==> src/design/cim_defines.vh <==
// register offsets, field positions, reset values and command codes of the translation control block
`ifndef CIM_DEFINES_VH
`define CIM_DEFINES_VH

// register byte offsets
`define CIM_OFS_TABLE_BASE 8'h00
`define CIM_OFS_STATUS 8'h04
`define CIM_OFS_COMMAND 8'h08
`define CIM_OFS_FAULT_ADDR 8'h0c
`define CIM_OFS_INVALIDATE 8'h10
`define CIM_OFS_RAW_INT 8'h14
`define CIM_OFS_INT_CLEAR 8'h18
`define CIM_OFS_INT_ENABLE 8'h1c
`define CIM_OFS_MASKED_INT 8'h20
`define CIM_OFS_AUTO_GATE 8'h24

// status field positions
`define CIM_ST_PAGING 0
`define CIM_ST_FAULT_MODE 1
`define CIM_ST_HOLD 2
`define CIM_ST_IDLE 3
`define CIM_ST_REPLAY_EMPTY 4
`define CIM_ST_DIRECTION 5
`define CIM_ST_MASTER_LO 6
`define CIM_ST_MASTER_HI 10

// interrupt bit positions
`define CIM_INT_FAULT 0
`define CIM_INT_BUS_ERR 1

// command field and its codes
`define CIM_CMD_HI 2
`define CIM_CMD_PAGING_ON 3'h0
`define CIM_CMD_PAGING_OFF 3'h1
`define CIM_CMD_HOLD_ON 3'h2
`define CIM_CMD_HOLD_OFF 3'h3
`define CIM_CMD_FLUSH 3'h4
`define CIM_CMD_FAULT_DONE 3'h5
`define CIM_CMD_FORCE_RESET 3'h6

// reset values
`define CIM_RST_WORD 32'h0000_0000
`define CIM_RST_AUTO_GATE 1'h1

`endif

==> src/design/cim_flag.v <==
// sticky event flag with set-over-clear priority
`timescale 1ns/1ns
module cim_flag
(
  // clock, reset and freeze
  input wire sys_clk,
  input wire srst,
  input wire ce,
  // hardware event
  input wire set_evt,
  // software write-one-to-clear
  input wire clr_evt,
  // software direct write of the flag
  input wire wr_evt,
  input wire wr_val,
  // flag state
  output reg flag_r
);

  // next value of the flag
  reg flag_nxt;

  // a hardware event always wins so an event landing on a clear is not lost
  always @*
  begin
    flag_nxt = flag_r;
    if (wr_evt)
    begin
      flag_nxt = wr_val;
    end
    if (clr_evt)
    begin
      flag_nxt = 1'h0;
    end
    if (set_evt)
    begin
      flag_nxt = 1'h1;
    end
  end

  // flag register, frozen while ce is low
  always @(posedge sys_clk)
  begin
    if (srst)
    begin
      flag_r <= 1'h0;
    end
    else if (ce)
    begin
      flag_r <= flag_nxt;
    end
  end

endmodule

==> src/design/cim_ctrl.v <==
// control, status, fault capture and interrupt logic of the codec address-translation unit
`timescale 1ns/1ns
`include "cim_defines.vh"
// Overview of operation
// - command codes 0..6 select paging, hold, flush, fault done, reset
// - status bit 2 shows hold mode active
// - status bit 1 shows fault mode active
// - status bit 3 idle: translating, nothing outstanding
// - status bit 4 shows replay buffer empty
// - fault direction kept in status bit 5
// - faulting master index kept in bits 10:6
// - full logical address of last fault kept
// - invalidate write removes one table-cache entry
// - raw flags: bit1 bus error, bit0 fault
// - write one clears raw flag, zero ignored
// - enable bit admits source into interrupt signalling
// - auto gating bit lets block gate own clock
// - table base held in 32-bit read/write register
module cim_ctrl #
(
  parameter MASTER_W = 5,
  parameter ADDR_W = 8
)
(
  // clock, reset and freeze
  input wire sys_clk,
  input wire srst,
  input wire ce,
  // register port
  input wire reg_sel,
  input wire reg_wr,
  input wire [ADDR_W-1:0] reg_addr,
  input wire [31:0] reg_wdata,
  output reg [31:0] reg_rdata,
  output reg reg_rvalid,
  // translation engine events and state
  input wire fault_evt,
  input wire [31:0] fault_addr,
  input wire fault_is_write,
  input wire [MASTER_W-1:0] fault_master,
  input wire bus_err_evt,
  input wire xlat_active,
  input wire xlat_pending,
  input wire replay_empty,
  // controls toward the translation engine
  output reg [31:0] table_base_field,
  output reg paging_on_r,
  output reg hold_mode_on,
  output reg flush_all_r,
  output reg inval_req_r,
  output reg [31:0] inval_addr_r,
  output reg force_reset_r,
  output reg clk_gate_r,
  output wire irq
);

  // decoded write strobes
  wire wr_go;
  wire [2:0] cmd_code;
  wire cmd_wr;
  // fault mode, fault record
  reg fault_mode_r;
  reg fault_mode_nxt;
  reg fault_direction;
  reg [MASTER_W-1:0] faulting_master_index;
  reg [31:0] fault_addr_r;
  // interrupt enables and gating control
  reg [1:0] int_en_r;
  reg auto_gate_r;
  // raw and masked interrupt views
  wire [1:0] raw_int;
  wire [1:0] masked_int;
  // status word and read mux result
  wire [31:0] status_word;
  reg [31:0] rd_mux;
  // idle for gating purposes
  wire quiet;

  // true when the register address matches the given offset; callers gate it with wr_go
  function hit;
    input [ADDR_W-1:0] a;
    input [7:0] ofs;
    begin
      hit = (a == ofs[ADDR_W-1:0]);
    end
  endfunction

  assign wr_go = reg_sel & reg_wr & ce;
  assign cmd_code = reg_wdata[`CIM_CMD_HI:0];
  assign cmd_wr = wr_go & hit(reg_addr, `CIM_OFS_COMMAND);

  // page-table base register; software must load it before paging is enabled
  always @(posedge sys_clk)
  begin
    if (srst)
    begin
      table_base_field <= `CIM_RST_WORD;
    end
    else if (wr_go & hit(reg_addr, `CIM_OFS_TABLE_BASE))
    begin
      table_base_field <= reg_wdata;
    end
  end

  // paging and hold mode follow the command register only
  always @(posedge sys_clk)
  begin
    if (srst)
    begin
      paging_on_r <= 1'h0;
      hold_mode_on <= 1'h0;
    end
    else if (ce & cmd_wr)
    begin
      case (cmd_code)
        `CIM_CMD_PAGING_ON:
        begin
          paging_on_r <= 1'h1;
        end
        `CIM_CMD_PAGING_OFF:
        begin
          paging_on_r <= 1'h0;
        end
        `CIM_CMD_HOLD_ON:
        begin
          hold_mode_on <= 1'h1;
        end
        `CIM_CMD_HOLD_OFF:
        begin
          hold_mode_on <= 1'h0;
        end
        `CIM_CMD_FORCE_RESET:
        begin
          // force reset drops every mode the engine was in
          paging_on_r <= 1'h0;
          hold_mode_on <= 1'h0;
        end
        default:
        begin
          // flush, fault done and code 7 leave paging and hold alone
          paging_on_r <= paging_on_r;
        end
      endcase
    end
  end

  // one-cycle command pulses toward the engine
  always @(posedge sys_clk)
  begin
    if (srst)
    begin
      flush_all_r <= 1'h0;
      force_reset_r <= 1'h0;
    end
    else if (ce)
    begin
      flush_all_r <= cmd_wr & (cmd_code == `CIM_CMD_FLUSH);
      force_reset_r <= cmd_wr & (cmd_code == `CIM_CMD_FORCE_RESET);
    end
  end

  // single-entry invalidate: the written address goes out with a one-cycle request
  always @(posedge sys_clk)
  begin
    if (srst)
    begin
      inval_req_r <= 1'h0;
      inval_addr_r <= `CIM_RST_WORD;
    end
    else if (ce)
    begin
      inval_req_r <= wr_go & hit(reg_addr, `CIM_OFS_INVALIDATE);
      if (wr_go & hit(reg_addr, `CIM_OFS_INVALIDATE))
      begin
        inval_addr_r <= reg_wdata;
      end
    end
  end

  // fault mode: a fault enters it, the fault-done command or force reset leaves it
  always @*
  begin
    fault_mode_nxt = fault_mode_r;
    if (cmd_wr & ((cmd_code == `CIM_CMD_FAULT_DONE) | (cmd_code == `CIM_CMD_FORCE_RESET)))
    begin
      fault_mode_nxt = 1'h0;
    end
    // a new fault in the acknowledge cycle keeps the mode on
    if (fault_evt)
    begin
      fault_mode_nxt = 1'h1;
    end
  end

  // fault mode register and fault record; every fault overwrites the record
  always @(posedge sys_clk)
  begin
    if (srst)
    begin
      fault_mode_r <= 1'h0;
      fault_direction <= 1'h0;
      faulting_master_index <= {MASTER_W{1'b0}};
      fault_addr_r <= `CIM_RST_WORD;
    end
    else if (ce)
    begin
      fault_mode_r <= fault_mode_nxt;
      if (fault_evt)
      begin
        fault_direction <= fault_is_write;
        faulting_master_index <= fault_master;
        fault_addr_r <= fault_addr;
      end
    end
  end

  // raw fault flag: the fault event wins over a clear in the same cycle
  cim_flag u_fault_flag
  (
    .sys_clk(sys_clk),
    .srst(srst),
    .ce(ce),
    .set_evt(fault_evt),
    .clr_evt(wr_go & hit(reg_addr, `CIM_OFS_INT_CLEAR) & reg_wdata[`CIM_INT_FAULT]),
    .wr_evt(wr_go & hit(reg_addr, `CIM_OFS_RAW_INT)),
    .wr_val(reg_wdata[`CIM_INT_FAULT]),
    .flag_r(raw_int[`CIM_INT_FAULT])
  );

  // raw read-bus-error flag
  cim_flag u_bus_err_flag
  (
    .sys_clk(sys_clk),
    .srst(srst),
    .ce(ce),
    .set_evt(bus_err_evt),
    .clr_evt(wr_go & hit(reg_addr, `CIM_OFS_INT_CLEAR) & reg_wdata[`CIM_INT_BUS_ERR]),
    .wr_evt(wr_go & hit(reg_addr, `CIM_OFS_RAW_INT)),
    .wr_val(reg_wdata[`CIM_INT_BUS_ERR]),
    .flag_r(raw_int[`CIM_INT_BUS_ERR])
  );

  // enable and auto gating registers
  always @(posedge sys_clk)
  begin
    if (srst)
    begin
      int_en_r <= 2'h0;
      auto_gate_r <= `CIM_RST_AUTO_GATE;
    end
    else if (wr_go)
    begin
      if (hit(reg_addr, `CIM_OFS_INT_ENABLE))
      begin
        int_en_r <= reg_wdata[1:0];
      end
      if (hit(reg_addr, `CIM_OFS_AUTO_GATE))
      begin
        auto_gate_r <= reg_wdata[0];
      end
    end
  end

  // masked view and the single interrupt line
  assign masked_int = raw_int & int_en_r;
  assign irq = |masked_int;

  // gating is only safe with no translation running, pending or waiting to replay
  assign quiet = ~xlat_active & ~xlat_pending & replay_empty;

  // clock gate request, registered so the gate cell sees a glitch-free level
  always @(posedge sys_clk)
  begin
    if (srst)
    begin
      clk_gate_r <= 1'h0;
    end
    else if (ce)
    begin
      clk_gate_r <= auto_gate_r & quiet;
    end
  end

  // status word; live engine state is read as it stands
  assign status_word = {
    {(31 - `CIM_ST_MASTER_HI){1'b0}},
    faulting_master_index,
    fault_direction,
    replay_empty,
    xlat_active & ~xlat_pending,
    hold_mode_on,
    fault_mode_r,
    paging_on_r
  };

  // read mux; write-only and unmapped offsets read as zero
  always @*
  begin
    rd_mux = `CIM_RST_WORD;
    case (reg_addr)
      `CIM_OFS_TABLE_BASE: rd_mux = table_base_field;
      `CIM_OFS_STATUS: rd_mux = status_word;
      `CIM_OFS_FAULT_ADDR: rd_mux = fault_addr_r;
      `CIM_OFS_RAW_INT: rd_mux = {30'h0, raw_int};
      `CIM_OFS_INT_ENABLE: rd_mux = {30'h0, int_en_r};
      `CIM_OFS_MASKED_INT: rd_mux = {30'h0, masked_int};
      `CIM_OFS_AUTO_GATE: rd_mux = {31'h0, auto_gate_r};
      default: rd_mux = `CIM_RST_WORD;
    endcase
  end

  // read data is registered, answering one cycle after the read is taken
  always @(posedge sys_clk)
  begin
    if (srst)
    begin
      reg_rdata <= `CIM_RST_WORD;
      reg_rvalid <= 1'h0;
    end
    else if (ce)
    begin
      reg_rvalid <= reg_sel & ~reg_wr;
      if (reg_sel & ~reg_wr)
      begin
        reg_rdata <= rd_mux;
      end
    end
  end

endmodule

==> config.mk <==
export PLATFORM = sky130hd
export DESIGN_NAME = cim_ctrl
export DESIGN_NICKNAME = d
export VERILOG_FILES = /design/src/design/cim_flag.v /design/src/design/cim_ctrl.v
export VERILOG_INCLUDE_DIRS = /design/src /design/src/design
export SDC_FILE = /design/constraint.sdc
export NUM_CORES = 1
export LEC_CHECK = 0
export BUFFER_PORTS_ARGS = -buffer_cell sky130_fd_sc_hd__buf_2
export CORE_MARGIN = 1
export CORE_UTILIZATION = 50
export DETAILED_ROUTE_END_ITERATION = 7
export PLACE_DENSITY = 0.79
export SLEW_MARGIN = 10
export SYNTH_ARGS = -nofsm -noshare
export SYNTH_HDL_FRONTEND = slang
export SYNTH_SLANG_ARGS = --single-unit
==> constraint.sdc <==
create_clock -name sys_clk -period 1.5 [get_ports sys_clk]
set_input_delay 0.075 -clock sys_clk [delete_from_list [all_inputs] [get_ports sys_clk]]
set_output_delay 0.075 -clock sys_clk [all_outputs]
set_load 0.01 [all_outputs]
# Yosys cells after proc, flatten, opt, wreduce, memory -nomap -nowiden
# Cells that the tools add are included.
[op_classes]
n_addsub = 0
n_mux = 11
reduce_logical = 20
bitwise_logic = 23
magnitude_cmp = 0
div = 0
n_shift = 0
n_eq_ne = 15
mul = 0
[ops]
columns = ["operator", "count"]
rows = [
  ["$pmux W32 S7", 1],
  ["$eq A8 B5 Y1 const B", 4],
  ["$reduce_and A2 Y1", 10],
  ["$and A1 B1 Y1", 18],
  ["$eq A8 B4 Y1 const B", 2],
  ["$eq A8 B6 Y1 const B", 2],
  ["$eq A3 B3 Y1 const B", 3],
  ["$eq A8 B3 Y1 const B", 1],
  ["$logic_not A8 Y1", 1],
  ["$mux W1", 8],
  ["$eq A3 B2 Y1 const B", 2],
  ["$reduce_bool A2 Y1", 3],
  ["$reduce_bool A3 Y1", 2],
  ["$reduce_or A2 Y1", 3],
  ["$pmux W1 S2", 2],
  ["$eq A3 B1 Y1 const B", 1],
  ["$logic_not A3 Y1", 1],
  ["$not A1 Y1", 3],
  ["$and A2 B2 Y2", 1],
  ["$or A1 B1 Y1", 1],
]
[word_totals]
register_bits = 147
in_bits = 88
latchBits = 0
out_inout_bits = 104
memories = 0
rom_bits = 0
ram_bits = 0
elab_cells = 87

# Longest topological paths before layout
# Gate-level depths: netlist of run 1.
[logic_depth]
word_depth = 6
ltp_mapped = 8
mapped_depth_nobuf = 5

# By module
# From an unflattened synthesis of run 1, not the netlist that was laid out.
[unflattened]
cells_unflattened = 719
area_unflattened_um2 = 5953.2
[by_module_without_submodules]
columns = ["module", "area_each_um2", "seq_area_each_um2", "cells_each", "n_inst"]
rows = [
  ["cim_ctrl", 5845.6, 2902.8, 709, 1],
  ["cim_flag", 53.8, 20.0, 5, 2],
]

# Worst setup path after synthesis of run 1
# Ideal clock, no wire load.
[synth_path]
kind = "input -> register"
from = "input reg_addr[2]"
to = "register table_base_field[2]"
stages = 7
path_slack_ps = 164
path_buffers = 3
required_time_ps = 1430
setup_time_ps = 70
arrival_time_ps = 1266
cell_sequence = "buf_2 > nor4_4 > and4b_1 > buf_4 > buf_6 > nand2_1 > a21oi_1"
[synth_between]
elab_chain_len = 2
[synth_rtl]
columns = ["element", "line", "source"]
rows = [
  ["from (decl)", "cim_ctrl.v:32", "input wire [ADDR_W-1:0] reg_addr,"],
  ["$logic_not A8 Y1", "cim_ctrl.v:84", "hit = (a == ofs[ADDR_W-1:0]);"],
  ["$and A1 B1 Y1", "cim_ctrl.v:99", "else if (wr_go & hit(reg_addr, `CIM_OFS_TABLE_BASE))"],
  ["to (signal assigned)", "cim_ctrl.v:97", "table_base_field <= `CIM_RST_WORD;"],
  ["to (signal assigned)", "cim_ctrl.v:101", "table_base_field <= reg_wdata;"],
  ["to (decl)", "cim_ctrl.v:46", "output reg [31:0] table_base_field,"],
]
# Every way passes these cells.
# A chain may end at the register's enable or synchronous reset.

# Final worst setup path of run 1
[layout_path]
from = "input srst"
to = "register inval_addr_r[21]"
[layout_lines]
columns = ["element", "line", "source"]
rows = [
  ["from (decl)", "cim_ctrl.v:27", "input wire srst,"],
  ["to (signal assigned)", "cim_ctrl.v:168", "inval_addr_r <= `CIM_RST_WORD;"],
  ["to (signal assigned)", "cim_ctrl.v:175", "inval_addr_r <= reg_wdata;"],
  ["to (decl)", "cim_ctrl.v:51", "output reg [31:0] inval_addr_r,"],
]
# No word-level cell between the ends.

==> out/qor.csv, run 1 <==
stage,metric,value,unit
run_status,status,finished clean,
pwr,peak supply drop,0.0008549,V
global_routing,largest net degree at the start of global routing,74,
finish,Fillers,843,
sta,final setup fails,0,
sta,worst hold slack,0.02134,ns
sta,RSZ-0062 raised after global routing,false,
sta,clk_skew,0.005027,ns
floorplanning,effective utilization at floorplan,51.34,%
drt,highest routed metal layer,met4,
worst_setup_path,Crit Path Class,primary input to register,
min_path,hold crit path type,primary input to register,
logic_synthesis,largest family of logic cells by synthesized area,simple AND/OR/NAND/NOR gates,
floorplanning,core footprint,0.01142,mm²
global_routing,first-pass GRT wire length,28590,µm
sta,Final Hold Viols,0,
logic_synthesis,yosys warns,0,
cts,Num CTS Buffers,17,
cts,Post-CTS Repair Setup Buffers,0,
drt,final wirelength,18870,µm
logic_synthesis,"Async S/R FF share, synth",0,%
finish,most frequent cells in the layout,"228 x nand2_1, 190 x buf_2, 147 x dfxtp_1, 116 x a21oi_1, 73 x dlygate4sd3_1",
cts,later-pin clock latency in the skew report,0.41,ns
logic_synthesis,"area leader, netlist",dfxtp_1,
sta,Worst-Margin Slew,0.7509,ns
cts,CTS clock-pin slew for the worst setup and hold paths,0.06,ns
worst_setup_path,R2R Setup Slk,0.26,ns
logic_synthesis,simple-gate share of the synthesized area,22.63,%
worst_setup_path,Reg-to-Reg Start,auto_gate_r$_SDFFE_PP1P_,
sta,setup_tns,0,ns
logic_synthesis,post-synthesis compound-gate area fraction,19.64,%
worst_setup_path,critical path depth,4,
drt,vias per cell,5.531,
worst_setup_path,startpoint types,primary input,
worst_setup_path,crit path DAT,1.60,ns
floorplanning,Die Span Y,110.3,µm
worst_setup_path,Worst setup EP type,register,
drt,DR WL met3,1571,µm
cts,H-tree levels,4,
logic_synthesis,synthesized instance count,727,
sta,Worst slew margin,49.94,%
drt,met2 wire len,9198,µm
drt,antenna-violating nets left,0,
pwr,power per standard cell area,1077,mW/mm²
placement,routability cong.,0.9363,
drt,wire per inst,16.64,µm
worst_setup_path,crit-path cells,dlygate4sd3_1 -> buf_4 -> buf_4 -> a21oi_1,
cts,post-CTS sizing,0,
pwr,leakage power,3.528,nW
logic_synthesis,sequential element share of the synthesized area,50.20,%
sta,pins over their slew limit,0,
worst_setup_path,Worst Setup EP,inval_addr_r[21]$_SDFFE_PP0P_,
global_routing,initial antenna violation count,0,
cts,CTS max path bufs,2,
placement,DP Wirelength,11310,µm
finish,layout cell share with drive strength beyond 1,25.43,%
placement,Buffers on Ports,191,
drt,drt drc,0,
worst_setup_path,R2R depth,3,
logic_synthesis,Synth Area in Adders,0,%
floorplanning,die area,0.01216,mm²
worst_setup_path,Worst Path Required,1.75,ns
global_routing,total gr overflow,0,
drt,met1 WL,7478,µm
finish,Non-Filler Instances,1134,
placement,placed cell count,1029,
job,total of max-cap violations,0,
worst_setup_path,critical path startpoint,srst,
worst_setup_path,Slowest cell on crit path,buf_4,
logic_synthesis,mux share of post-synthesis cell area,2.391,%
drt,vias,6272,
finish,Final Instance Area,0.008330,mm²
cts,CTS root buf,clkbuf_16,
global_routing,vias in the first global route,5987,
floorplanning,Die Wd,110.3,µm
drt,drt pass-1 iters,5,
logic_synthesis,Post-Syn Area,0.005862,mm²
sta,fmax,739.1,MHz
floorplanning,IO Count,192,
worst_setup_path,CP dominant cell by count,buf_4,
worst_setup_path,critical path's largest stage delay,0.61,ns
placement,DP Area,0.006990,mm²
global_routing,GRT Total Usage,30.86,%
logic_synthesis,Yosys top cell area share,50.20,%
sta,"Min Clock Period, post-route",1.353,ns
finish,ANT cells,0,
floorplanning,num rows,39,
logic_synthesis,syn avg cell area,8.063,µm²
cts,CTS Hold Bufs,73,
drt,First DRT Iteration DRCs,406,
sta,Final period util,90.20,%
logic_synthesis,Post-Synth XOR/XNOR Area,0,%
logic_synthesis,"EDFF count, synth",0,
cts,clk sink count,147,
finish,nets@finish,1066,
finish,register area,0.002943,mm²
worst_setup_path,Worst Path Max Fanout,73,
logic_synthesis,Seq cells post-synth,147,
worst_setup_path,"CP delay by family, top",buffers and inverters,
worst_setup_path,"Buf+Inv Stages, Crit Path",3,
finish,"commonest non-fill, non-tap cell in the layout",nand2_1,
finish,area occupied by multi-input gates,0.002618,mm²
logic_synthesis,Netlist cell types,37,
logic_synthesis,Syn Nets,815,
worst_setup_path,RR Endpoint,clk_gate_r$_SDFFE_PP0P_,
logic_synthesis,ys flop type,dfxtp_1,
logic_synthesis,top post-synthesis cells by area,"dfxtp_1 50%, nand2_1 15%, a21oi_1 9.9%",
cts,CTS tree,done,
finish,Area Growth Syn to Fin,42.11,%
==> worst min path at each step <==
stage | start | endpoint | slack, ns | cells after the start
4_1_cts | reg_wdata[0] | inval_addr_r[0]$_SDFFE_PP0P_ | 0.005 | 3
5_1_grt | reg_wdata[0] | inval_addr_r[0]$_SDFFE_PP0P_ | 0.02 | 3
2_1_floorplan | fault_addr[0] | fault_addr_r[0]$_SDFFE_PP0P_ | 0.21 | 2
3_5_place_dp | fault_addr[12] | fault_addr_r[12]$_SDFFE_PP0P_ | 0.32 | 3
6_report | reg_wdata[0] | inval_addr_r[0]$_SDFFE_PP0P_ | 0.02 | 3
3_3_place_gp | fault_addr[13] | fault_addr_r[13]$_SDFFE_PP0P_ | 0.32 | 3
==> stage by stage <==
| step | power (W) | utilization, % | setup WS, ns |
|---|---|---|---|
| after CTS | 0.008974 | 72.96 | 0.2046 |
| after detailed placement | 0.004564 | 61.22 | 0.01647 |
| after global routing | 0.009255 | 72.96 | 0.08694 |
| final | 0.008970 | 72.96 | 0.1470 |
| after global placement | 0.004560 | 61.22 | 0.04110 |
| after floorplan | 0.004324 | - | 0.1638 |
==> cell type report <==
cell class / instances / share of cell area, %
clock buffers: 25 / 6.188
clock inverters: 7 / 1.126
repair buffers: 292 / 23.70
multi-input cells: 518 / 31.42
well taps: 143 / 2.148
inverters: 2 / 0.09012
flip-flops and latches: 147 / 35.33
==> power by group <==
part           leakage (nW)  switching [W]  total (W)  internal [W]
clock                 0.296        0.00161    0.00432       0.00272
combinational          2.04       0.000338   0.000661      0.000323
sequential             1.19      0.0000276    0.00399       0.00396
total                  3.53        0.00197    0.00897       0.00700
==> cells in the mapped netlist (2+ instances only) <==
library cell,number
buf_4,5
clkbuf_1,40
nor2b_1,5
nor3_1,4
nand4_1,3
inv_1,2
or3_1,3
mux2i_1,14
nor2_1,35
nand2_1,228
nand3_1,6
a21oi_1,116
buf_2,10
and2_1,5
and3_1,4
dfxtp_1,147
buf_6,5
nand2b_1,9
a22oi_1,21
a2bb2oi_1,22
o21ai_0,15
a22o_1,12
a221oi_1,2
==> flip-flops by register name, summed over array words and instances (netlist names), 2 cells and up <==
signal / count
fault_addr_r: 32
faulting_master_index: 5
int_en_r: 2
inval_addr_r: 32
reg_rdata: 32
table_base_field: 32
==> cells by family after synthesis <==
logic type	count (synthesis)
AOI/OAI and AO/OA	191
buffers and inverters	62
DFF	147
muxes	14
and+or+nand+nor	313
==> worst reg2reg max path, stage by stage (launching register included) <==
cell,delay (ns)
dfxtp_1,0.37
nand4_1,0.10
dlygate4sd3_1,0.57
a21oi_1,0.13
==> metal layers <==
metal	up-vias	track usage [%]
met1	2919	35.88
met4	0	14.38
li1	2969	-
met2	327	51.51
met5	-	0
met3	57	9.818
No activity file was read; power rests on OpenSTA's default activity.
==> inputs of run 2 (changes only) <==
- RECOVER_POWER: not set -> 50
==> run 2 against run 1 <==
Sequential power hardly changed; core utilization is 1.2 points lower; count of clock-buffer cells in the layout stayed put; maximum frequency hardly changed; die area stayed put; worst hold slack better by 0.0057 ns; critical path type unchanged.
==> out/qor.csv, run 2 (same netlist as run 1, synthesis figures left out) <==
stage,metric,value,unit,change
placement,routability cong.,0.9363,,unchanged
drt,wire per inst,16.72,µm,was 16.64 µm
placement,Buffers on Ports,191,,unchanged
worst_setup_path,R2R depth,5,,was 3
pwr,Total Power,0.008960,W,was 0.008970 W
pwr,Sw Ratio,21.90,%,was 21.97%
worst_setup_path,Slowest cell on crit path,buf_4,,unchanged
min_path,Worst Hold End,inval_addr_r[0]$_SDFFE_PP0P_,,unchanged
cts,CTS tree,done,,unchanged
global_routing,GRT Total Usage,30.86,%,unchanged
cts,CTS root buf,clkbuf_16,,unchanged
worst_setup_path,Reg-to-Reg Start,paging_on_r$_SDFFE_PP0P_,,was auto_gate_r$_SDFFE_PP1P_
worst_setup_path,Crit Path Class,primary input to register,,unchanged
worst_setup_path,CP dominant cell by count,buf_4,,unchanged
worst_setup_path,"CP delay by family, top",buffers and inverters,,unchanged
min_path,hold path startpoint,reg_wdata[0],,unchanged
pwr,leakage power,3.066,nW,was 3.528 nW
drt,vias per cell,5.534,,was 5.531
floorplanning,effective utilization at floorplan,51.34,%,unchanged
global_routing,total gr overflow,0,,unchanged
sta,clk_skew,0.005253,ns,was 0.005027 ns
job,total of max-cap violations,0,,unchanged
worst_setup_path,critical path startpoint,srst,,unchanged
cts,CTS max path bufs,2,,unchanged
cts,H-tree levels,4,,unchanged
finish,ANT cells,0,,unchanged
finish,Area Growth Syn to Fin,39.72,%,was 42.11%
finish,area occupied by multi-input gates,0.002609,mm²,was 0.002618 mm²
global_routing,vias in the first global route,5987,,unchanged
run_status,status,finished clean,,unchanged
sta,fmax,738.9,MHz,was 739.1 MHz
pwr,peak supply drop,0.0008578,V,was 0.0008549 V
min_path,hold crit path type,primary input to register,,unchanged
sta,"Min Clock Period, post-route",1.353,ns,about the same
floorplanning,core footprint,0.01142,mm²,unchanged
floorplanning,num rows,39,,unchanged
floorplanning,Die Wd,110.3,µm,unchanged
sta,setup_tns,0,ns,unchanged
pwr,clock share of power,48.2,%,about the same
finish,register area,0.002943,mm²,unchanged
sta,Worst slew margin,49.87,%,was 49.94%
cts,later-pin clock latency in the skew report,0.41,ns,about the same
drt,final wirelength,18970,µm,was 18870 µm
finish,nets@finish,1066,,unchanged
worst_setup_path,Worst setup EP type,register,,unchanged
drt,drt pass-1 iters,5,,unchanged
worst_setup_path,critical path's largest stage delay,0.61,ns,about the same
floorplanning,Die Span Y,110.3,µm,unchanged
pwr,sequential power share,44.5,%,was 44.4%
cts,clk sink count,147,,unchanged
cts,Post-CTS Repair Setup Buffers,0,,unchanged
placement,DP Area,0.006990,mm²,unchanged
global_routing,first-pass GRT wire length,28590,µm,unchanged
global_routing,initial antenna violation count,0,,unchanged
worst_setup_path,R2R Setup Slk,0.26,ns,about the same
worst_setup_path,startpoint types,primary input,,unchanged
cts,CTS clock-pin slew for the worst setup and hold paths,0.06,ns,about the same
cts,CTS Hold Bufs,73,,unchanged
worst_setup_path,Worst Path Max Fanout,73,,unchanged
drt,antenna-violating nets left,0,,unchanged
cts,post-CTS sizing,0,,unchanged
worst_setup_path,RR Endpoint,reg_rdata[0]$_SDFFE_PP0P_,,was clk_gate_r$_SDFFE_PP0P_
pwr,power per standard cell area,1094,mW/mm²,was 1077 mW/mm²
pwr,cell-internal power,0.006998,W,was 0.006999 W
drt,vias,6276,,was 6272
finish,layout cell share with drive strength beyond 1,14.83,%,was 25.43%
worst_setup_path,Worst Path Required,1.75,ns,about the same
sta,final setup fails,0,,unchanged
placement,DP Wirelength,11310,µm,unchanged
pwr,Comb power frac,7.3,%,was 7.4%
finish,Fillers,914,,was 843
finish,Final Instance Area,0.008190,mm²,was 0.008330 mm²
worst_setup_path,crit-path cells,dlygate4sd3_1 -> buf_4 -> buf_4 -> a21oi_1,,unchanged
drt,drt drc,0,,unchanged
sta,Final period util,90.23,%,was 90.20%
worst_setup_path,crit path DAT,1.60,ns,about the same
floorplanning,IO Count,192,,unchanged
min_path,WHS Path Cells,3,,unchanged
sta,Final Hold Viols,0,,unchanged
sta,Worst-Margin Slew,0.7519,ns,was 0.7509 ns
floorplanning,die area,0.01216,mm²,unchanged
sta,worst hold slack,0.02699,ns,was 0.02134 ns
global_routing,largest net degree at the start of global routing,74,,unchanged
finish,"commonest non-fill, non-tap cell in the layout",nand2_1,,unchanged
finish,most frequent cells in the layout,"228 x nand2_1, 147 x dfxtp_1, 116 x a21oi_1, 107 x clkbuf_1, 85 x buf_2",,"was 228 x nand2_1, 190 x buf_2, 147 x dfxtp_1, 116 x a21oi_1, 73 x dlygate4sd3_1"
sta,pins over their slew limit,0,,unchanged
pwr,Psw,0.001962,W,was 0.001971 W
worst_setup_path,"Buf+Inv Stages, Crit Path",3,,unchanged
worst_setup_path,critical path depth,4,,unchanged
drt,First DRT Iteration DRCs,408,,was 406
cts,Num CTS Buffers,17,,unchanged
sta,RSZ-0062 raised after global routing,false,,unchanged
## run 2: cell count changes in the layout (fill, tap and decap cells not counted), sizes merged
| cell | change |
|---|---|
| buf | -106 |
| clkbuf | +106 |
## run 2: cell type report
cell class,count,area share (%)
flip-flops and latches,147,35.93
multi-input cells,518,31.85
repair buffers,292,22.50
clock buffers,25,6.294
well taps,143,2.185
clock inverters,7,1.146
inverters,2,0.09166
## run 2: power groups by stage
stage          clock network [W]  registers (W)  logic, W
2_1_floorplan                  0        0.00407  0.000257
3_3_place_gp                   0        0.00407  0.000490
5_1_grt                  0.00455        0.00399  0.000709
6_report                 0.00432        0.00399  0.000657
4_1_cts                  0.00435        0.00399  0.000642
3_5_place_dp                   0        0.00407  0.000493
## run 2: worst max path at each step
stage | slack [ns] | end
finish | 0.15 | inval_addr_r[21]$_SDFFE_PP0P_
global route | 0.07 | inval_addr_r[21]$_SDFFE_PP0P_
CTS | 0.20 | reg_rdata[2]$_SDFFE_PP0P_
detailed placement | 0.02 | inval_addr_r[30]$_SDFFE_PP0P_
global placement | 0.04 | inval_addr_r[21]$_SDFFE_PP0P_
floorplan | 0.16 | table_base_field[2]$_SDFFE_PP0P_
## run 2: through the flow
step / worst slack [ns] / utilization, % / std cells
6_report: 0.1466 / 71.73 / 1134
4_1_cts: 0.2046 / 72.96 / 1134
2_1_floorplan: 0.1638 / - / 727
3_5_place_dp: 0.01647 / 61.22 / 1029
5_1_grt: 0.07083 / 71.73 / 1134
3_3_place_gp: 0.04110 / 61.22 / 1029
## run 2: worst register-to-register path: stages (launching register included)
cell and delay (ns):
dfxtp_1 0.35, mux2i_1 0.16, o22ai_1 0.10, a32oi_1 0.21
o21ai_0 0.11, a22o_1 0.21
## run 2: metal layers
| metal | GRT usage [%] | share of wire (%) | vias up |
|---|---|---|---|
| met5 | 0 | 0 | - |
| met4 | 14.38 | 2.9 | 0 |
| met3 | 9.818 | 8.1 | 48 |
| met2 | 51.51 | 49 | 334 |
| met1 | 35.88 | 40 | 2926 |
| li1 | - | - | 2968 |
